### src/design/iapl_pkg.sv
// Shared constants for the interrupt pin logic block
package iapl_pkg;
  localparam int unsigned NUM_IRQ      = 16;
  localparam int unsigned KBD_IRQ      = 1;
  localparam int unsigned RTC_IRQ      = 8;
  localparam int unsigned DEFAULT_IRQ  = 7;
  localparam int unsigned SYNC_STAGES  = 3;
  localparam int unsigned ADDR_W       = 32;
  localparam int unsigned FLUSH_TMO_CYC = 16;
  // Inputs that may be set to level sensing: 3:7, 9:11, 14:15
  localparam logic [15:0] PROG_SENSE_MASK = 16'hcef8;
  // Inputs physically wired as requests (0, 2, 13 are internal)
  localparam logic [15:0] PIN_IRQ_MASK    = 16'hdffa;
  localparam logic [15:0] SENSE_RESET     = 16'h0000;
  localparam logic [3:0]  VEC_NONE        = 4'h0;
  typedef enum logic [1:0] {FL_IDLE, FL_FLUSH, FL_ACK} iapl_flush_t;
endpackage : iapl_pkg

### src/design/iapl_sync.sv
// Three-stage synchroniser with agreement filter
`timescale 1ns/1ps
`default_nettype none
module iapl_sync #(
  parameter logic RESET_VAL = 1'b0
) (
  input  wire logic ref_clk,
  input  wire logic rst,
  input  wire logic asyncIn,
  output logic      syncOut
);
  logic s1Reg;
  logic s2Reg;
  logic s3Reg;
  // RULE17 three-stage sync
  always_ff @(posedge ref_clk or posedge rst) begin
    if (rst) begin
      s1Reg <= RESET_VAL;
      s2Reg <= RESET_VAL;
      s3Reg <= RESET_VAL;
    end else begin
      s1Reg <= asyncIn;
      s2Reg <= s1Reg;
      s3Reg <= s2Reg;
    end
  end
  // Change counts once stages two and three agree
  always_ff @(posedge ref_clk or posedge rst) begin
    if (rst) begin
      syncOut <= RESET_VAL;
    end else if (s2Reg == s3Reg) begin
      syncOut <= s3Reg;
    end
  end
endmodule : iapl_sync
`default_nettype wire

### src/design/iapl_top.sv
// Interrupt request front end with APIC flush and select pins
// Function
// RULE1: After buffer flush completes, drive flush acknowledge low.
// RULE2: Flush acknowledge is generated on the PCI clock.
// RULE3: External APIC asserts flush request before sending interrupt message.
// RULE4: On flush request, flush DMA buffers toward PCI before acknowledging.
// RULE5: External APIC waits for acknowledge before sending its message.
// RULE6: Chip select only when enabled and PCI cycle hits APIC range.
// RULE7: Timer output pin follows internal system timer request.
// RULE8: Keyboard input is rising-edge latched only, never level.
// RULE9: Request dropped before acknowledge reports default level seven.
// RULE10: Sources hold request until the acknowledge has occurred.
// RULE11: Inputs 3-7, 9-11, 14-15 edge or high level, edge default.
// RULE12: Real-time-clock input is fixed active-low edge triggered.
// RULE13: RTC pin is general input on internal clock, output with APIC.
// RULE14: Interrupt-9 output carries system-control and SMBus interrupts.
// RULE15: Without APIC the pins serve as general outputs and inputs.
// RULE16: Reset holds acknowledge, select, irq9 high and timer low.
// RULE17: Asynchronous requests pass a synchroniser before sensing.
`timescale 1ns/1ps
`default_nettype none
module iapl_top (
  input  wire logic        ref_clk,
  input  wire logic        rst,
  // APIC present and enabled
  input  wire logic        apicEnable,
  input  wire logic        apicSelectEnable,
  input  wire logic        useInternalRtc,
  // Flush handshake
  input  wire logic        apic_flush_req_n,
  output logic             apic_flush_ack_n,
  output logic             flushStart,
  input  wire logic        flushDone,
  // Chip select decode
  input  wire logic        pciCycleValid,
  input  wire logic [31:0] pciAddr,
  input  wire logic [31:0] apicBase,
  input  wire logic [31:0] apicLimit,
  output logic             apic_select_n,
  // Timer and irq9
  input  wire logic        systemTimerIrq,
  output logic             timer_irq_out,
  input  wire logic        system_control_interrupt,
  input  wire logic        smbusIrq,
  output logic             acpi_smbus_irq_out_n,
  // Request pins
  input  wire logic [15:0] irqIn,
  input  wire logic        rtc_irq_in_n,
  output logic             rtcPinOut,
  output logic             rtcPinOe,
  input  wire logic        rtcFromInternal,
  input  wire logic [15:0] levelSenseSel,
  // Acknowledge cycle
  input  wire logic        intAckCycle,
  output logic [3:0]       intAckVector,
  output logic             intAckValid,
  output logic             cpu_interrupt_out,
  // General purpose alternate use
  input  wire logic        gp_out_ack_alt,
  input  wire logic        gp_out_select_alt,
  input  wire logic        gp_out_timer_alt,
  input  wire logic        gp_out_irq9_alt,
  output logic             gp_in_req_alt,
  output logic             gp_in_rtc_alt
);
  logic [15:0]         irqSync;
  logic [15:0]         irqPrev_reg;
  logic [15:0]         pending_reg;
  logic [15:0]         senseLevel_reg;
  logic [15:0]         rawReq;
  logic [15:0]         active;
  logic                rtcSync;
  logic [3:0]          bestVec;
  logic                bestHit;
  iapl_pkg::iapl_flush_t flState_reg;
  logic                reqSampled;
  logic                selHit;
  logic                ackLow;
  logic [15:0]         ackClear;

  // Request pins synchronised, one instance per wired line; internal lines 0, 2, 13 and RTC line 8 tied low
  genvar g;
  generate
    for (g = 0; g < iapl_pkg::NUM_IRQ; g++) begin : gSync
      if (iapl_pkg::PIN_IRQ_MASK[g] && g != iapl_pkg::RTC_IRQ) begin : gPin
        iapl_sync #(.RESET_VAL(1'b0)) uSync (
          .ref_clk (ref_clk),
          .rst     (rst),
          .asyncIn (irqIn[g]),
          .syncOut (irqSync[g])
        );
      end else begin : gNone
        assign irqSync[g] = 1'b0;
      end
    end
  endgenerate

  iapl_sync #(.RESET_VAL(1'b1)) uRtcSync (
    .ref_clk (ref_clk),
    .rst     (rst),
    .asyncIn (rtc_irq_in_n),
    .syncOut (rtcSync)
  );

  // Flush request is synchronous to the PCI clock already
  assign reqSampled = ~apic_flush_req_n;

  // Acknowledge low once flushed, held while the request stays low
  assign ackLow = (flState_reg == iapl_pkg::FL_FLUSH && flushDone)
                  || (flState_reg == iapl_pkg::FL_ACK && reqSampled);

  // Chip-select range hit, inclusive at both ends
  assign selHit = apicSelectEnable && pciCycleValid
                  && pciAddr >= apicBase && pciAddr <= apicLimit;

  // RULE11 sense select, edge default, fixed lines forced edge
  always_ff @(posedge ref_clk or posedge rst) begin
    if (rst) begin
      senseLevel_reg <= iapl_pkg::SENSE_RESET;
    end else begin
      senseLevel_reg <= levelSenseSel & iapl_pkg::PROG_SENSE_MASK;
    end
  end

  // RULE12 RTC line taken active low; unusable when pin is output
  always_comb begin
    rawReq = irqSync;
    rawReq[iapl_pkg::RTC_IRQ] = ~rtcSync & ~apicEnable & ~useInternalRtc;
  end

  always_ff @(posedge ref_clk or posedge rst) begin
    if (rst) begin
      irqPrev_reg <= 16'h0000;
    end else begin
      irqPrev_reg <= rawReq;
    end
  end

  // RULE8 keyboard never level; edges latched into pending
  always_ff @(posedge ref_clk or posedge rst) begin
    if (rst) begin
      pending_reg <= 16'h0000;
    end else begin
      // A new edge wins over a clear in the same cycle
      for (int i = 0; i < iapl_pkg::NUM_IRQ; i++) begin
        if (senseLevel_reg[i]) begin
          pending_reg[i] <= rawReq[i];
        end else if (rawReq[i] && !irqPrev_reg[i]) begin
          pending_reg[i] <= 1'b1;
        end else if (ackClear[i]) begin
          pending_reg[i] <= 1'b0;
        end
      end
    end
  end

  // RULE9 edge request must still be held to count
  assign active = pending_reg & (rawReq | senseLevel_reg);

  // One-hot clear of the line granted by an acknowledge
  always_comb begin
    ackClear = 16'h0000;
    if (intAckCycle && bestHit) begin
      ackClear[bestVec] = 1'b1;
    end
  end

  always_comb begin
    bestVec = iapl_pkg::VEC_NONE;
    bestHit = 1'b0;
    for (int i = 15; i >= 0; i--) begin
      if (active[i]) begin
        bestVec = 4'(i);
        bestHit = 1'b1;
      end
    end
  end

  // RULE9 default level seven when request vanished
  always_ff @(posedge ref_clk or posedge rst) begin
    if (rst) begin
      intAckVector <= iapl_pkg::VEC_NONE;
      intAckValid  <= 1'b0;
    end else begin
      intAckValid <= intAckCycle;
      if (intAckCycle) begin
        intAckVector <= bestHit ? bestVec : 4'(iapl_pkg::DEFAULT_IRQ);
      end
    end
  end

  always_ff @(posedge ref_clk or posedge rst) begin
    if (rst) begin
      cpu_interrupt_out <= 1'b0;
    end else begin
      cpu_interrupt_out <= |active;
    end
  end

  // RULE4 flush first, then RULE1 acknowledge
  always_ff @(posedge ref_clk or posedge rst) begin
    if (rst) begin
      flState_reg <= iapl_pkg::FL_IDLE;
    end else if (!apicEnable) begin
      // Handshake dropped when the APIC is switched off
      flState_reg <= iapl_pkg::FL_IDLE;
    end else begin
      unique case (flState_reg)
        iapl_pkg::FL_IDLE: begin
          if (apicEnable && reqSampled) begin
            flState_reg <= iapl_pkg::FL_FLUSH;
          end
        end
        iapl_pkg::FL_FLUSH: begin
          if (flushDone) begin
            flState_reg <= iapl_pkg::FL_ACK;
          end
        end
        iapl_pkg::FL_ACK: begin
          if (!reqSampled) begin
            flState_reg <= iapl_pkg::FL_IDLE;
          end
        end
      endcase
    end
  end

  always_ff @(posedge ref_clk or posedge rst) begin
    if (rst) begin
      flushStart <= 1'b0;
    end else begin
      flushStart <= (flState_reg == iapl_pkg::FL_IDLE) && apicEnable
                    && reqSampled;
    end
  end

  // RULE2 acknowledge registered on the PCI clock
  // RULE15 general output when APIC unused
  // RULE16 reset value high
  always_ff @(posedge ref_clk or posedge rst) begin
    if (rst) begin
      apic_flush_ack_n <= 1'b1;
    end else if (!apicEnable) begin
      apic_flush_ack_n <= gp_out_ack_alt;
    end else begin
      apic_flush_ack_n <= !ackLow;
    end
  end

  // RULE6 select on enabled range hit
  always_ff @(posedge ref_clk or posedge rst) begin
    if (rst) begin
      apic_select_n <= 1'b1;
    end else if (!apicEnable) begin
      apic_select_n <= gp_out_select_alt;
    end else begin
      apic_select_n <= !selHit;
    end
  end

  // RULE7 timer pin follows internal timer
  always_ff @(posedge ref_clk or posedge rst) begin
    if (rst) begin
      timer_irq_out <= 1'b0;
    end else begin
      timer_irq_out <= apicEnable ? systemTimerIrq : gp_out_timer_alt;
    end
  end

  // RULE14 irq9 carries control and SMBus interrupts
  always_ff @(posedge ref_clk or posedge rst) begin
    if (rst) begin
      acpi_smbus_irq_out_n <= 1'b1;
    end else if (apicEnable) begin
      acpi_smbus_irq_out_n <= !(system_control_interrupt || smbusIrq);
    end else begin
      acpi_smbus_irq_out_n <= gp_out_irq9_alt;
    end
  end

  // RULE13 RTC pin direction and general input use
  always_ff @(posedge ref_clk or posedge rst) begin
    if (rst) begin
      rtcPinOe      <= 1'b0;
      rtcPinOut     <= 1'b1;
      gp_in_rtc_alt <= 1'b1;
    end else begin
      rtcPinOe      <= apicEnable;
      rtcPinOut     <= ~rtcFromInternal;
      gp_in_rtc_alt <= rtcSync;
    end
  end

  // RULE15 request pin as general input
  always_ff @(posedge ref_clk or posedge rst) begin
    if (rst) begin
      gp_in_req_alt <= 1'b1;
    end else begin
      gp_in_req_alt <= apic_flush_req_n;
    end
  end
endmodule : iapl_top
`default_nettype wire

### config.mk
export PLATFORM = sky130hd
export DESIGN_NAME = iapl_top
export DESIGN_NICKNAME = d
export VERILOG_FILES = /design/src/design/iapl_pkg.sv /design/src/design/iapl_sync.sv /design/src/design/iapl_top.sv
export SDC_FILE = /design/constraint.sdc
export NUM_CORES = 1
export LEC_CHECK = 0
export BUFFER_PORTS_ARGS = -buffer_cell sky130_fd_sc_hd__buf_2
export CORE_AREA = 2 2 104 106
export CTS_CLUSTER_SIZE = 8
export DETAILED_ROUTE_END_ITERATION = 7
export DIE_AREA = 0 0 106 108
export HOLD_SLACK_MARGIN = 0.12
export MAX_ROUTING_LAYER = met4
export PLACE_DENSITY_LB_ADDON = 0.12
export SLEW_MARGIN = 40
export SYNTH_ARGS = -nofsm -noshare
export SYNTH_HDL_FRONTEND = slang
export SYNTH_HIERARCHICAL = 1
export SYNTH_SLANG_ARGS = --single-unit
### constraint.sdc
create_clock -name ref_clk -period 2.6 [get_ports ref_clk]
set_clock_uncertainty 0.2 [all_clocks]
set_input_delay 0.13 -clock ref_clk [delete_from_list [all_inputs] [get_ports ref_clk]]
set_output_delay 0.13 -clock ref_clk [all_outputs]
set_load 0.005 [all_outputs]
==> flow_metrics.env <==
export IMPL_crit_path_top_delay_cell="sky130_fd_sc_hd__dlygate4sd3_1"
export IMPL_yosys_area_top_type="sky130_fd_sc_hd__dfrtp_1"
export IMPL_drive_above_1_share_pct=28.92
export IMPL_syn_num_nets=709
export IMPL_placeableCoreArea_sq_mm=0.01023
export IMPL_power_report_internal_total_uw=2576
export IMPL_drcViolationCount=0
export IMPL_critPathRequiredTime_ns=2.69
export IMPL_postSynthRegisterBits=105
export IMPL_portBuffers=150
export IMPL_drt_pass1_iter_count=4
export IMPL_grtUsageMet2_pct=40.46
export IMPL_final_net_count=911
export IMPL_timing_final_crit_share_pct=89.11
export IMPL_switching_fraction_of_total_power_pct=28.74
export IMPL_static_leakage_power_uw=0.003564
export IMPL_startpoint_type="primary input"
export IMPL_cp_buffers_inverters=4
export IMPL_timing_final_crit_period_ns=2.317
export IMPL_crit_type="primary input to flop"
export IMPL_pin_count_of_the_biggest_net_entering_global_routing=36
export IMPL_numCtsBuffers=9
export IMPL_cp_cell_sequence="dlygate4sd3_1 -> buf_2 -> buf_4 -> nand3_1 -> a211oi_1 -> o211a_1 -> o311a_1 -> o22ai_1 -> dlygate4sd3_1"
export IMPL_cts_root_to_sink_buffers=2
export IMPL_synth_area_leaders="sky130_fd_sc_hd__dfrtp_1 (45%), sky130_fd_sc_hd__ha_1 (16%), sky130_fd_sc_hd__inv_1 (7.0%), sky130_fd_sc_hd__dfstp_2 (5.0%), sky130_fd_sc_hd__maj3_2 (2.8%)"
export IMPL_detailroute_via_count=4215
export IMPL_drt_total_wl_um=11520
export IMPL_gr_usage_all_layers_pct=22.21
export IMPL_busiest_layer="met2"
export IMPL_p_sw_uw=1039
export IMPL_status="finished clean"
export IMPL_worst_endpoint_arrival_ns=2.40
export IMPL_cts_num_sinks=105
export IMPL_synth_top_cell_area_share_pct=45.02
export IMPL_worst_ir_drop_vdd_mv=0.4122
export IMPL_power_density_cell_area_mw_per_mm2=531.1
export IMPL_synthFlopType="sky130_fd_sc_hd__dfrtp_1"
export IMPL_ant_nets=0
export IMPL_detail_route_vias_per_cell=5.030
export IMPL_die_area_sq_mm=0.01145
export IMPL_die_x_um=106
export IMPL_path_clk_slew_ns=0.10
export IMPL_ys_warn_count=6
export IMPL_met3_usage_pct=2.954
export IMPL_path_common_cell="sky130_fd_sc_hd__dlygate4sd3_1"
export IMPL_grt_pass1_vias=4551
export IMPL_power_share_combinational_pct=21.9
export IMPL_synth_common_cells="sky130_fd_sc_hd__inv_1 (98), sky130_fd_sc_hd__dfrtp_1 (95), sky130_fd_sc_hd__ha_1 (68)"
export IMPL_synth_seq_area_share_pct=50.00
export IMPL_crit_fanout=12
export IMPL_ios=161
export IMPL_number_of_enable_flip_flop_cells_after_synthesis=0
export IMPL_worst_pin_slew_ns=0.6025
export IMPL_initial_antenna_violation_count=0
export IMPL_setup_viol=0
export IMPL_max_cap_check_violation_count=0
export IMPL_initial_utilization_pct=51.61
export IMPL_post_synth_inst_count=495
export IMPL_postSynthAreaPerCell_sq_um=10.67
export IMPL_grt_ovf=0
export IMPL_grt_pass1_wl_um=19580
export IMPL_synthDistinctLibCells=47
export IMPL_global_route_usage_met1_pct=25.27
export IMPL_worstSkewPairLatency_ns=0.36
export IMPL_holdCritPathClass="flop to flop"
export IMPL_std_cell_rows=37
export IMPL_synthMostInstantiatedCell="sky130_fd_sc_hd__inv_1"
export IMPL_hold_viol=0
export IMPL_average_detailed_routed_wire_length_per_instance_um=13.75
export IMPL_grt_setup_unrepaired="no"
export IMPL_antenna_diode_count=0
export IMPL_finalPower_uw=3615
export IMPL_clock_tree_from_tritoncts="yes"
export IMPL_htreeDepth=3
export IMPL_syn_area_sq_mm=0.005280
export IMPL_place_gp_congestion=0.8809
export IMPL_clock_root_buffer="sky130_fd_sc_hd__clkbuf_8"
export IMPL_tns_ns=0
export IMPL_area_growth_pct=28.91
export IMPL_ys_async_sr_fraction_pct=100.0
export IMPL_worst_path_largest_cell_delay_ns=0.56
export IMPL_part_of_the_total_power_dissipated_in_sequential_elements_pct=52.1
export IMPL_postCtsSetupRepairBufs=0
export IMPL_post_dp_hpwl_um=9398
export IMPL_timing_fmax_mhz=431.6
export IMPL_clock_power_share_pct=26.0
export IMPL_critical_path_top_delay_family="buffers and inverters"
export IMPL_relative_max_transition_margin_pct=58.80
export IMPL_endpoint_type_of_the_worst_setup_path="flop"
export IMPL_timing_max_transition_violations_final=0
export IMPL_first_iter_violations=146
export IMPL_die_height_um=108
worst paths after layout:
| check | from | endpoint | slack (ns) | cells past startpoint |
|---|---|---|---|---|
| worst max-delay path | apicEnable | apic_select_n | 0.28 | 9 |
| worst min-delay path | gSync[4].gPin.uSync/s1Reg | gSync[4].gPin.uSync/s2Reg | 0.15 | 0 |
| worst max register to register | uRtcSync/syncOut | pending_reg[15] | 0.34 | 7 |
| worst min register to register | gSync[4].gPin.uSync/s1Reg | gSync[4].gPin.uSync/s2Reg | 0.15 | 0 |
| max in group asynchronous | rst | senseLevel_reg[6] | 1.26 | 4 |
| min in group asynchronous | rst | gSync[6].gPin.uSync/s1Reg | 0.16 | 3 |
placed cells by master, fill, tap and decap left out, drive strengths merged, types with 3 or more instances in the layout:
cell type	instances
o21ai	29
a21boi	3
a32o	4
nor3	7
nand3	13
a21oi	22
clkinv	4
a211o	3
nor2	18
nand2	29
maj3	13
clkbuf	10
inv	100
ha	68
dfrtp	95
and3	3
dlygate4sd3	38
mux2	3
a21o	4
dfstp	10
o211a	3
o21a	5
nor2b	6
nand4	12
buf	155
a211oi	7
o211ai	5
nand2b	6
per-layer routing:
metal | up-vias | part of all wire, % | routed length, um
met5 | - | 0 | 0
met2 | 118 | 53 | 6084
met4 | 0 | 1.6 | 182
met1 | 1980 | 41 | 4774
met3 | 19 | 4.1 | 478
li1 | 2098 | - | -
stage by stage:
step	util [%]	instance area [sq um]	cells	hold WS (ns)	setup slack [ns]
CTS	66.52	6805	838	0.1432	0.2630
global route	66.53	6807	838	0.1576	0.1493
finish	66.53	6807	838	0.1537	0.2832
detailed placement	60.90	6231	784	0.01150	0.3485
global placement	60.90	6231	784	0.001577	0.3837
floorplan	-	5280	495	-0.3039	0.4966
area by class of cell:
cell class,count,area [sq um]
Clock buffer,10,137.6
Fill cell,818,3425
Timing Repair Buffer,193,1169
Inverter,98,369.1
Multi-Input combinational cell,290,2265
Tap cell,136,170.2
Sequential cell,105,2640
Clock inverter,6,56.30
logic make-up after synthesis:
logic type / Yosys count / synth area share [%]
flops: 105 / 50.00
mux: 5 / 1.019
buf+inv: 100 / 7.109
fa+ha+maj: 81 / 18.89
compound gates: 102 / 13.15
simple gates: 102 / 9.834
power by group through the flow:
stage / registers, uW / logic, uW / clock network, uW
2_1_floorplan: 1890 / 464 / 0
3_3_place_gp: 1910 / 713 / 0
3_5_place_dp: 1920 / 741 / 0
4_1_cts: 1880 / 796 / 987
5_1_grt: 1900 / 903 / 1050
6_report: 1880 / 791 / 940
timing repair:
| item | 4_1_cts | 5_1_grt |
|---|---|---|
| gates resized for setup | 0 | 0 |
| hold buffers | 38 | 0 |
| setup endpoints to repair | 0 | 0 |
| hold endpoints to repair | 122 | 0 |
No activity file was read; power rests on OpenSTA's default activity.
